--- config.mk ---
export PLATFORM = sky130hd
export DESIGN_NAME = pcuel_top
export DESIGN_NICKNAME = d
export VERILOG_FILES = /design/src/hw/pcuel_pkg.sv /design/src/hw/pcuel_top.sv
export SDC_FILE = /design/constraint.sdc
export NUM_CORES = 1
export LEC_CHECK = 0
export ABC_AREA = 1
export BUFFER_PORTS_ARGS = -buffer_cell sky130_fd_sc_hd__buf_2
export CORE_MARGIN = 2
export CORE_UTILIZATION = 41
export DETAILED_ROUTE_END_ITERATION = 10
export HOLD_SLACK_MARGIN = 0.12
export MAX_ROUTING_LAYER = met4
export PLACE_DENSITY_LB_ADDON = 0.25
export SETUP_SLACK_MARGIN = 0.1
export SLEW_MARGIN = 20
export SYNTH_ARGS = -nofsm -noshare
export SYNTH_HDL_FRONTEND = slang
export SYNTH_SLANG_ARGS = --single-unit
--- constraint.sdc ---
create_clock -name hclk -period 1.25 [get_ports hclk]
set_clock_uncertainty 0.15 [all_clocks]
set_input_delay 0.125 -clock hclk [delete_from_list [all_inputs] [get_ports hclk]]
set_output_delay 0.125 -clock hclk [all_outputs]
set_load 0.02 [all_outputs]
--- src/hw/pcuel_pkg.sv ---
// Constants and types for the uncorrectable error status and mask bank
package pcuel_pkg;

    // Byte offsets of the three registers
    localparam logic [11:0] PCUEL_OFS_NEXT_CAP  = 12'h100;
    localparam logic [11:0] PCUEL_OFS_STATUS    = 12'h104;
    localparam logic [11:0] PCUEL_OFS_MASK      = 12'h108;

    // Next capability link word fields
    localparam int          PCUEL_NEXT_PTR_LSB  = 20;
    localparam logic [11:0] PCUEL_NEXT_PTR_UP   = 12'h140;
    localparam logic [11:0] PCUEL_NEXT_PTR_DN   = 12'h20C;
    localparam int          PCUEL_CAP_VER_LSB   = 16;
    localparam logic [3:0]  PCUEL_CAP_VERSION   = 4'h1;
    localparam logic [15:0] PCUEL_CAP_ID        = 16'h0001;

    // Edges the strap spends in its synchroniser before capture
    localparam logic [1:0]  PCUEL_STRAP_SETTLE  = 2'h2;

    // Error class bit positions in status and mask
    localparam int PCUEL_BIT_TRAIN    = 0;
    localparam int PCUEL_BIT_DLPROT   = 4;
    localparam int PCUEL_BIT_POISON   = 12;
    localparam int PCUEL_BIT_FCPROT   = 13;
    localparam int PCUEL_BIT_CPL_TO   = 14;
    localparam int PCUEL_BIT_CPL_ABRT = 15;
    localparam int PCUEL_BIT_UNEXP    = 16;
    localparam int PCUEL_BIT_RX_OVF   = 17;
    localparam int PCUEL_BIT_MALF     = 18;
    localparam int PCUEL_BIT_ECRC     = 19;
    localparam int PCUEL_BIT_UNSUP    = 20;
    localparam int PCUEL_EVENT_W      = 21;

    // Implemented bits; all others read as zero
    localparam logic [31:0] PCUEL_VALID_BITS    = 32'h001F_F011;
    localparam logic [31:0] PCUEL_STATUS_RESET  = 32'h0000_0000;
    localparam logic [31:0] PCUEL_MASK_RESET    = 32'h0000_0000;

    // AHB-Lite encodings
    localparam logic [1:0]  PCUEL_HRESP_OKAY    = 2'h0;

    // Write target latched in the address phase
    typedef enum logic [1:0] {
        PCUEL_SEL_NONE   = 2'b00,
        PCUEL_SEL_STATUS = 2'b01,
        PCUEL_SEL_MASK   = 2'b10,
        PCUEL_SEL_NEXT   = 2'b11
    } pcuel_sel_t;

    // Bus phase
    typedef enum logic {
        PCUEL_PH_IDLE  = 1'b0,
        PCUEL_PH_WRITE = 1'b1
    } pcuel_phase_t;

endpackage

--- src/hw/pcuel_top.sv ---
// Uncorrectable error status and report mask bank with AHB-Lite access
`timescale 1ns/10ps
`default_nettype none
// Overview of operation
// - Bits 31:20 of next link word read-only: 140h upstream, 20Ch downstream.
// - Status bit 0 sets on link training error, resets zero, write-one clears.
// - Status bit 4 sets on data link protocol error, write-one clears.
// - Status bit 12 sets on poisoned packet received or generated, write-one clears.
// - Status bit 13 sets on flow control protocol error, write-one clears.
// - Status bit 14 sets on completion timeout, write-one clears.
// - Status bit 15 sets on completer abort, write-one clears.
// - Status bit 16 sets on unexpected completion, write-one clears.
// - Status bit 17 sets on receiver overflow, write-one clears.
// - Status bit 18 sets on malformed packet, write-one clears.
// - Status bit 19 sets on end-to-end CRC failure, write-one clears.
// - Status bit 20 sets on unsupported request; unused bits read zero.
// - Mask bits 0 and 4 block reporting of their errors; status still logs them.
// - Mask bit 12 blocks reporting of poisoned packets; status still logs them.
// - Mask bit 13 blocks reporting of flow control errors; status still logs them.
// - Mask bit 14 blocks reporting of completion timeouts; status still logs them.
// - Mask bit 15 blocks reporting of completer aborts; status still logs them.
// - Mask bit 16 blocks reporting of unexpected completions; status still logs them.
// - Mask bit 17 blocks reporting of receiver overflows; status still logs them.
// - Mask bit 18 blocks reporting of malformed packets; status still logs them.
// - Mask bit 19 blocks reporting of CRC failures; status still logs them.
// - Mask bit 20 blocks unsupported request reporting; masks reset to zero.
module pcuel_top
    import pcuel_pkg::*;
(
    input  wire logic                      hclk,
    input  wire logic                      hresetn,
    input  wire logic                      hot_reset,
    input  wire logic                      port_is_downstream,
    input  wire logic                      hsel,
    input  wire logic [31:0]               haddr,
    input  wire logic [1:0]                htrans,
    input  wire logic                      hwrite,
    input  wire logic [2:0]                hsize,
    input  wire logic [31:0]               hwdata,
    input  wire logic                      hready,
    output logic                           hreadyout,
    output logic [1:0]                     hresp,
    output logic [31:0]                    hrdata,
    input  wire logic [PCUEL_EVENT_W-1:0]  err_event,
    output logic [PCUEL_EVENT_W-1:0]       err_report,
    output logic [PCUEL_EVENT_W-1:0]       err_status,
    output logic                           port_is_downstream_reg
);

    // All state of the bank
    typedef struct packed {
        pcuel_phase_t phase;
        pcuel_sel_t   wsel;
        logic         strap_meta;
        logic         strap_sync;
        logic [1:0]   strap_age;
        logic         strap_done;
        logic         port_ds;
        logic         ready;
        logic [31:0]  status;
        logic [31:0]  mask;
        logic [31:0]  rdata;
        logic [31:0]  report;
    } pcuel_state_t;

    pcuel_state_t st_reg;
    pcuel_state_t st_next;

    logic [31:0] ev_word;
    logic [31:0] wr_clear;
    logic        take;

    // Address decode of the low twelve address bits
    function automatic pcuel_sel_t pcuel_decode(input logic [31:0] addr);
        pcuel_sel_t sel;
        sel = PCUEL_SEL_NONE;
        case (addr[11:0])
            PCUEL_OFS_NEXT_CAP: sel = PCUEL_SEL_NEXT;
            PCUEL_OFS_STATUS:   sel = PCUEL_SEL_STATUS;
            PCUEL_OFS_MASK:     sel = PCUEL_SEL_MASK;
            default:            sel = PCUEL_SEL_NONE;
        endcase
        return sel;
    endfunction

    // Event pulses widened to register layout, reserved positions dropped
    assign ev_word  = {11'h000, err_event} & PCUEL_VALID_BITS;
    assign take     = hsel & htrans[1] & hready;
    assign wr_clear = (st_reg.phase == PCUEL_PH_WRITE && st_reg.wsel == PCUEL_SEL_STATUS)
                    ? (hwdata & PCUEL_VALID_BITS) : 32'h0000_0000;

    // Next state of the bank
    always_comb begin
        st_next       = st_reg;
        st_next.ready = 1'b1;
        // Strap pin passes two flip-flops, then is caught once
        st_next.strap_meta = port_is_downstream;
        st_next.strap_sync = st_reg.strap_meta;
        if (!st_reg.strap_done) begin
            if (st_reg.strap_age == PCUEL_STRAP_SETTLE) begin
                st_next.port_ds    = st_reg.strap_sync;
                st_next.strap_done = 1'b1;
            end else begin
                st_next.strap_age = st_reg.strap_age + 2'h1;
            end
        end
        // Set beats clear in the same cycle
        st_next.status = (st_reg.status & ~wr_clear) | ev_word;
        // Mask write lands in the data phase
        if (st_reg.phase == PCUEL_PH_WRITE && st_reg.wsel == PCUEL_SEL_MASK) begin
            st_next.mask = hwdata & PCUEL_VALID_BITS;
        end
        // Only unmasked events reach messaging; status logs every event
        st_next.report = ev_word & ~st_reg.mask;
        // Bus address phase
        st_next.phase = PCUEL_PH_IDLE;
        st_next.wsel  = PCUEL_SEL_NONE;
        if (take) begin
            if (hwrite) begin
                st_next.phase = PCUEL_PH_WRITE;
                st_next.wsel  = pcuel_decode(haddr);
            end else begin
                case (pcuel_decode(haddr))
                    PCUEL_SEL_NEXT: begin
                        st_next.rdata = 32'h0000_0000;
                        st_next.rdata[31:PCUEL_NEXT_PTR_LSB] = st_reg.port_ds
                            ? PCUEL_NEXT_PTR_DN : PCUEL_NEXT_PTR_UP;
                        st_next.rdata[PCUEL_NEXT_PTR_LSB-1:PCUEL_CAP_VER_LSB] =
                            PCUEL_CAP_VERSION;
                        st_next.rdata[15:0] = PCUEL_CAP_ID;
                    end
                    PCUEL_SEL_STATUS: st_next.rdata = st_next.status & PCUEL_VALID_BITS;
                    PCUEL_SEL_MASK:   st_next.rdata = st_next.mask & PCUEL_VALID_BITS;
                    default:          st_next.rdata = 32'h0000_0000;
                endcase
            end
        end
        // Hot reset clears bus state but keeps sticky bits
        if (hot_reset) begin
            st_next.phase  = PCUEL_PH_IDLE;
            st_next.wsel   = PCUEL_SEL_NONE;
            st_next.rdata  = 32'h0000_0000;
            st_next.report = 32'h0000_0000;
            st_next.status = st_reg.status | ev_word;
            st_next.mask   = st_reg.mask;
        end
    end

    // State register, power-on reset only
    always_ff @(posedge hclk or negedge hresetn) begin
        if (!hresetn) begin
            st_reg            <= '0;
            st_reg.ready      <= 1'b1;
            st_reg.status     <= PCUEL_STATUS_RESET;
            st_reg.mask       <= PCUEL_MASK_RESET;
        end else begin
            st_reg <= st_next;
        end
    end

    // Outputs straight from the state register, hresp tied to OKAY
    assign hreadyout              = st_reg.ready;
    assign hresp                  = PCUEL_HRESP_OKAY;
    assign hrdata                 = st_reg.rdata;
    assign err_report             = st_reg.report[PCUEL_EVENT_W-1:0];
    assign err_status             = st_reg.status[PCUEL_EVENT_W-1:0];
    assign port_is_downstream_reg = st_reg.port_ds;
endmodule
`default_nettype wire

Yosys cells after proc, flatten, opt, wreduce, memory -nomap -nowiden --
Cells that the tools add are included.
Storage, ports and cells: flip-flop bits (word level) 105, input bits 97, output and inout port bits 78, logic and storage cells 53
Cells by class: $add $sub $neg 1, eq/ne operators 10, muxes and demuxes 15, bitwise gates (word level) 10, reduce and logical (&&, ||, !) cells 6
Operators with widths (count):
- $mux W128 | 1
- $pmux W30 S3 | 1
- $mux W32 | 2
- $not A21 Y32 | 2
- $or A32 B21 Y32 | 2
- $mux W21 | 2
- $eq A12 B9 Y1 const B | 3
- $and A21 B32 Y32 | 1
- $and A32 B32 Y32 | 1
- $mux W10 | 1
- $mux W3 | 3
- $eq A2 B2 Y1 const B | 4
- $mux W2 | 4
- $pmux W2 S3 | 1
- $reduce_and A2 Y1 | 3
- $eq A2 B1 Y1 const B | 2
- $add A2 B1 Y2 const B | 1
- $and A1 B1 Y1 | 2
- $logic_and A1 B1 Y1 | 2
- $ne A2 B2 Y1 const B | 1
- $not A1 Y1 | 2
- $reduce_bool A2 Y1 | 1

Logic depth before layout (Yosys ltp) --
Gate-level depths: netlist (run 1).
word-level depth 10, mapped depth 9, depth with buffers taken out 9

Worst setup path after synthesis (run 1) --
Ideal clock, no wire load.
path type reg2reg, start point register st_reg[136] in the netlist's numbering, end point register st_reg, in the netlist hrdata[0], setup time 0.117 ns, arrival time 1.010 ns, required time 0.983 ns, slack -0.027 ns, stages on the path, launching flop included 8, period minus slack after synthesis 1.277 ns, cell sequence dfrtp_1 -> inv_1 -> buf_2 -> nand4_1 -> a21oi_2 -> nand2_1 -> nand3_1 -> nand2_1
On the way: cells in the longest elaborated chain, start to end 10, elaborated cells between the ends (all ways) 13, classes of those cells eq/ne: 2; mux: 6; bitwise: 3; reduce/logical: 2
RTL lines:
- start: declaration | RTL line pcuel_top.sv:66 | pcuel_state_t st_reg;
- start signal: assignment | RTL line pcuel_top.sv:157 | st_reg <= st_next;
- $eq A2 B1 Y1 | RTL line pcuel_top.sv:89 | assign wr_clear = (st_reg.phase == PCUEL_PH_WRITE && st_reg.wsel == PCUEL_SEL_STATUS)
- $logic_and A1 B1 Y1 | RTL line pcuel_top.sv:89
- $mux W21 | RTL line pcuel_top.sv:90 | ? (hwdata & PCUEL_VALID_BITS) : 32'h0000_0000;
- $not A21 Y32 | RTL line pcuel_top.sv:108 | st_next.status = (st_reg.status & ~wr_clear) | ev_word;
- $and A32 B32 Y32 | RTL line pcuel_top.sv:108
- $or A32 B21 Y32 | RTL line pcuel_top.sv:108
- $pmux W30 S3 (*) | RTL line pcuel_top.sv:123 | case (pcuel_decode(haddr))
- $mux W32 (*) | RTL line pcuel_top.sv:119 | if (hwrite) begin
- $mux W32 (*) | RTL line pcuel_top.sv:118 | if (take) begin
- $mux W128 (*) | RTL line pcuel_top.sv:139 | if (hot_reset) begin
Mark *: on every way between the ends. The rest lies on a longest branch, timed or not. The select of a mux whose other input is x is not followed. A chain may end at the register's enable or synchronous reset.

Final worst setup path (run 1) --
start point register st_reg[137] in the netlist's numbering, end point register st_reg, in the netlist hrdata[15]
On the way: cells in the longest elaborated chain, start to end 9, elaborated cells between the ends (all ways) 11, classes of those cells mux: 6; bitwise: 3; reduce/logical: 2
RTL lines (RTL line):
- $logic_and A1 B1 Y1 | pcuel_top.sv:89
- $mux W21 | pcuel_top.sv:90
- $not A21 Y32 | pcuel_top.sv:108
- $and A32 B32 Y32 | pcuel_top.sv:108
- $or A32 B21 Y32 | pcuel_top.sv:108
- $pmux W30 S3 (*) | pcuel_top.sv:123
- $mux W32 (*) | pcuel_top.sv:119
- $mux W32 (*) | pcuel_top.sv:118
- $mux W128 (*) | pcuel_top.sv:139
Marked as above.

==> flow_metrics.tcl, run 1 <==
set metrics [dict create \
    grt_pass1_vias 2651 \
    drc 0 \
    static-leakage-power_nw 2.33 \
    setup_ws_ps -164 \
    antenna_found_initial 0 \
    met2_usage 0.299 \
    hpwl_um 5470 \
    hold_ws_ps -7.92 \
    die_y_um 94.5 \
    syn2layout_area_growth_pct 31.3 \
    gr-usage-met3 0.0247 \
    async_flop_share 1.00 \
    total_power_mw 3.79 \
    cts.clk_slew.worst_paths_ps 100 \
    drv_slew 0 \
    p_int_mw 2.71 \
    grt_pass1_wl_um 11900 \
    finalWeightedCongestion 0.846 \
    fin_crit_sh 1.13 \
    synth_edf_count 0 \
    fmax_mhz 707 \
    insertion_delay_ps 310 \
    period_minus_slack_ps 1410 \
    core_um2 8090 \
    vdd_ir_drop_max_uv 510 \
    drt_iter0_markers 119 \
    share_seq_of_total_power 0.508 \
    holdPathEnd "st_reg[78]$_DFFE_PN0N_" \
    nets 617 \
    final_antenna_net_count 0 \
    p_sw_mw 1.08 \
    grt.busiest_layer "met2" \
    grt-ovfl-total 0 \
    crit_arrival_ps 1520 \
    r2r_slack_ps -160 \
    switching_share 0.284 \
    dpl.cell_count 581 \
    cts_tree "built" \
    holdPathStages 3 \
    crit_path_top_delay_cell "dfrtp_1" \
    syn_inst 419 \
    rsz0062_at_grt "yes" \
    r2r_end "hrdata[15]$_DFFE_PN0P_" \
    critical_path.top_delay_family "simple AND/OR/NAND/NOR gates" \
    grt_use_total 0.174 \
    cp-end-kind "flop" \
    critical_path_buf_inv_count 2 \
    drive_above_1_share 0.388 \
    power_density_nw_per_um2 859 \
    cp.required_ps 1360 \
    ys_ff_latch 55 \
    cp_num_cells 9 \
    avgSynthCellArea_um2 8.01 \
    violations "hold timing, setup timing" \
    htreeDepth 2 \
    regToRegStartpoint "st_reg[137]$_DFF_PN0_" \
    cp-startpoint "st_reg[137]$_DFF_PN0_" \
    antenna-diode-count 0 \
    vias_per_cell 4.60 \
    cts_buffers 5 \
    rows 33 \
    min_from "hwdata[14]" \
    hold_viol 2 \
    path_cells "buf_6, nand3_4, buf_12, nand2_2, nand2_2, nand3_2, nand2_2, nand3_2, nand2_1" \
    comb_power_share 0.175 \
    ys_seq_area_frac 0.410 \
    clock_sinks 55 \
    dieArea_um2 8930 \
    post_synth_num_cell_types 30 \
    ys_warn_count 0 \
    routed_wl_um 7670 \
    mappedNetlistArea_um2 3360 \
    final-instance-count-excl-fill 625 \
    synth_ff_type "dfrtp_1" \
    min_path_type "input port to flop" \
    clkPwrFrac 0.316 \
    largest_reg_flops 18 \
    port_buffers 80 \
    worst_setup_path_start_kind "flop" \
    initial_utilization 0.415 \
    critical-path-max-stage-delay_ps 430 \
    critPathMaxFanout 5 \
    ios 175 \
    final_core_utilization 0.545 \
    grtUsageMet1 0.218 \
    grt_max_degree 56 \
    cap_violations 0 \
    routedWlPerCell_um 12.3 \
    die_w_um 94.5 \
    path_class "flop to flop" \
    finalSetupViolCount 18 \
    clock-root-buffer "clkbuf_8" \
    vias 2872 \
    clock_path_buffers 2 \
    outcome "finished with violations" \
    dr.pass1.iters 4 \
    ff2ff_path_depth 9 \
    path_common_cell "nand2_2" \
]
==> cell type report <==
| class | count | area [um^2] |
|---|---|---|
| multi-input combinational | 275 | 1490 |
| tap | 105 | 131 |
| sequential | 55 | 1380 |
| timing repair buffer | 146 | 1160 |
| fill | 784 | 3680 |
| clock buffer | 5 | 68.8 |
| clock inverter | 3 | 43.8 |
| inverter | 36 | 143 |
==> synthesized netlist by cell type, drive strengths merged (4+ instances only) <==
cell,number,area share
o21ai,7,0.012
nor2,31,0.053
dfrtp,55,0.41
buf,86,0.19
nand4,21,0.041
clkbuf,4,0.0056
inv,36,0.040
nand2,119,0.15
nor3,10,0.015
nand3,33,0.051
a31oi,10,0.019
==> metrics by stage <==
stage / setup WS (ps) / cell area, um^2 / TNS (ps)
3_3_place_gp: -151 / 3630 / -1310
3_5_place_dp: -164 / 3630 / -1590
6_report: -164 / 4410 / -1900
5_1_grt: -259 / 4410 / -3490
4_1_cts: -162 / 4110 / -1510
2_1_floorplan: 18.6 / 3510 / 0
==> cell families after synthesis <==
kind of cell	synth area share
simple gates	0.308
buf+inv	0.239
flops	0.410
compound gates	0.0343
other cells	0.00224
xor+xnor	0.00261
fa+ha+maj	0.00373
==> worst min-delay path, stage by stage <==
cell and delay [ps]:
buf_2 110, nand4_1 100, a31oi_1 80
==> layer usage <==
metal  vias to the layer above  share of wire
met4                         0          0.015
li1                       1422              -
met3                        11          0.052
met1                      1346           0.41
met2                        93           0.52
met5                         -              0
==> power groups by stage <==
| stage | clock, mW | combinational [mW] | sequential, mW |
|---|---|---|---|
| final | 1.20 | 0.665 | 1.92 |
| after global routing | 1.28 | 0.735 | 1.94 |
| after CTS | 1.22 | 0.608 | 1.91 |
| after detailed placement | 0 | 0.559 | 1.95 |
| after global placement | 0 | 0.548 | 1.94 |
| after floorplan | 0 | 0.462 | 1.94 |
==> what timing repair did <==
| item | CTS | global route |
|---|---|---|
| hold endpoints to repair | 99 | 15 |
| cloned | 0 | 0 |
| pin swaps | 7 | 19 |
| setup buffers | 8 | 11 |
| hold buffers | 17 | 1 |
| setup endpoints to repair | 55 | 73 |
| gates resized for setup | 44 | 56 |
==> cell usage in the layout, fill, tap and decap left out, types with 8 or more instances in the layout <==
master	count
nor2_1	22
nand4_1	20
nand3_2	9
nand2_1	94
nand3_1	23
buf_4	42
conb_1	39
buf_6	31
nand2_2	20
dfrtp_1	54
buf_2	53
a31oi_1	8
inv_1	27
dlygate4sd3_1	17
==> worst max path at each step <==
stage          slack [ps]                     end
6_report             -160  hrdata[15]$_DFFE_PN0P_
5_1_grt              -260  hrdata[16]$_DFFE_PN0P_
4_1_cts              -160  hrdata[15]$_DFFE_PN0P_
3_5_place_dp         -160  hrdata[15]$_DFFE_PN0P_
3_3_place_gp         -150  hrdata[17]$_DFFE_PN0P_
2_1_floorplan          20   hrdata[0]$_DFFE_PN0P_
No activity file was read; power rests on OpenSTA's default activity.
==> inputs of run 2 (changes only) <==
PLACE_DENSITY = 0.77   (was unset)
PLACE_DENSITY_LB_ADDON = unset   (was 0.25)
==> run 2 against run 1 <==
The run ends with setup timing left; critical path depth shrank 1; final area grew 0.11%; final cell count is the same; combinational power grew 6.2%; largest cell class unchanged; critical endpoint is now hrdata[12]$_DFFE_PN0P_; maximum frequency shrank 0.12%; first-iteration DRC count grew 33%; clock power shrank 21%; total power shrank 5.2%; core utilization grew 0.062 points; non-clock buffer count grew 2.
==> flow_metrics.tcl, run 2 (synthesis gave the netlist of run 1 again) <==
set metrics [dict create \
    clock_path_buffers 2 \
    path_cells "buf_12, nand4_1, nand2_1, nand2_1, nand2_1, nand2_2, nand3_1, nand2_1" \
    port_buffers 80 \
    total_power_mw 3.59 \
    period_minus_slack_ps 1420 \
    drv_slew 0 \
    dpl.cell_count 584 \
    antenna-diode-count 0 \
    drc 0 \
    dr.pass1.iters 4 \
    critical_path.top_delay_family "simple AND/OR/NAND/NOR gates" \
    drt_iter0_markers 158 \
    cts.clk_slew.worst_paths_ps 90 \
    path_class "flop to flop" \
    cts_tree "built" \
    outcome "finished with violations" \
    hpwl_um 5530 \
    grt-ovfl-total 0 \
    power_density_nw_per_um2 813 \
    vdd_ir_drop_max_uv 510 \
    syn2layout_area_growth_pct 31.5 \
    drive_above_1_share 0.385 \
    final_cell_mix "95 x nand2_1, 59 x buf_2, 52 x dfrtp_1" \
    crit_path_top_delay_cell "dfrtp_2" \
    clock-root-buffer "clkbuf_8" \
    largest_reg_flops 18 \
    p_int_mw 2.52 \
    path_common_cell "nand2_1" \
    static-leakage-power_nw 2.33 \
    ios 175 \
    fmax_mhz 707 \
    grt_pass1_wl_um 12300 \
    final-instance-count-excl-fill 625 \
    finalSetupViolCount 18 \
    antenna_found_initial 0 \
    final_antenna_net_count 0 \
    setup_ws_ps -165 \
    initial_utilization 0.415 \
    cap_violations 0 \
    rsz0062_at_grt "yes" \
    comb_power_share 0.197 \
    cts_buffers 5 \
    grt_pass1_vias 2762 \
    insertion_delay_ps 310 \
    nets 619 \
    core_um2 8090 \
    cp-end-kind "flop" \
    critPathMaxFanout 14 \
    crit_arrival_ps 1470 \
    cp.required_ps 1310 \
    worst_setup_path_start_kind "flop" \
    dieArea_um2 8930 \
    dpl_cell_area_um2 3660 \
    grt_max_degree 56 \
    routedWlPerCell_um 12.6 \
    routed_wl_um 7900 \
    violations "setup timing" \
    vias_per_cell 4.56 \
    clock_sinks 55 \
    die_y_um 94.5 \
    fin_area_um2 4420 \
    vias 2851 \
    grt_use_total 0.179 \
    critical-path-max-stage-delay_ps 440 \
    r2r_slack_ps -170 \
    fin_crit_sh 1.13 \
    switching_share 0.299 \
    final_common_cell "nand2_1" \
    min_path_type "input port to flop" \
    hold_viol 0 \
    rows 33 \
    finalWeightedCongestion 0.838 \
    clkPwrFrac 0.265 \
    critical_path_buf_inv_count 1 \
    die_w_um 94.5 \
    p_sw_mw 1.07 \
    share_seq_of_total_power 0.538 \
    htreeDepth 2 \
]
-- run 2: changes by cell type in the layout (fill, tap and decap cells not counted), sizes merged --
cell,delta
buf,+2
bufinv,-1
clkinv,-3
clkinvlp,+1
inv,+1
-- run 2: what timing repair did --
item                       4_1_cts  5_1_grt
pin swaps                       14       13
hold endpoints to repair        96       13
hold buffers                    17        1
setup endpoints to repair       53       65
cloned                           1        0
setup buffers                    3       14
gates resized for setup         51       47
-- run 2: path summary, 6_finish.rpt --
| path | start | end | cells past startpoint |
|---|---|---|---|
| hold / removal | hwdata[16] | st_reg[80]$_DFFE_PN0N_ | 3 |
| setup / recovery | st_reg[137]$_DFF_PN0_ | hrdata[12]$_DFFE_PN0P_ | 8 |
| setup reg to reg | st_reg[137]$_DFF_PN0_ | hrdata[12]$_DFFE_PN0P_ | 8 |
| max in group asynchronous | hresetn | hrdata[23]$_DFFE_PN0P_ | 3 |
| hold reg to reg | st_next[133]$_DFF_PN0_ | st_reg[133]$_DFF_PN0_ | 0 |
| min in group asynchronous | hresetn | err_status[14]$_DFF_PN0_ | 3 |
-- run 2: worst register-to-register path: stages, from the launching register on --
cell     delay, ps
dfrtp_2        440
buf_12         160
nand4_1        120
nand2_1        110
nand2_1         70
nand2_1         80
nand2_2         60
nand3_1         60
nand2_1         50
-- run 2: through the flow --
stage | worst slack (ps) | utilization | hold WS, ps | TNS (ps)
after global placement | -159 | 0.452 | -5.85 | -1500
after detailed placement | -183 | 0.452 | 3.80 | -1840
after global routing | -287 | 0.546 | 20.3 | -3740
after CTS | -152 | 0.507 | -36.1 | -1630
final | -165 | 0.546 | 0.809 | -1780
after floorplan | 18.6 | - | -321 | 0
-- run 2: area by class of cell --
class | count | area [um^2]
inverter | 36 | 145
timing repair buffer | 148 | 1180
fill | 747 | 3680
clock inverter | 1 | 7.51
multi-input combinational | 275 | 1500
clock buffer | 5 | 68.8
tap | 105 | 131
sequential | 55 | 1380
-- run 2: power groups by stage --
stage               Clock, mW  Combinational (mW)  Sequential (mW)
floorplan                   0               0.462             1.94
global placement            0               0.545             1.95
detailed placement          0               0.560             1.95
CTS                     0.970               0.619             1.92
global route             1.04               0.778             1.94
finish                  0.952               0.706             1.93
-- run 2: layer usage --
metal / track usage / up-vias / routed length [um]
met3: 0.0271 / 12 / 425
met1: 0.203 / 1323 / 3130
li1: - / 1419 / -
met2: 0.330 / 97 / 4230
met5: - / - / 0
met4: 0.0459 / 0 / 121
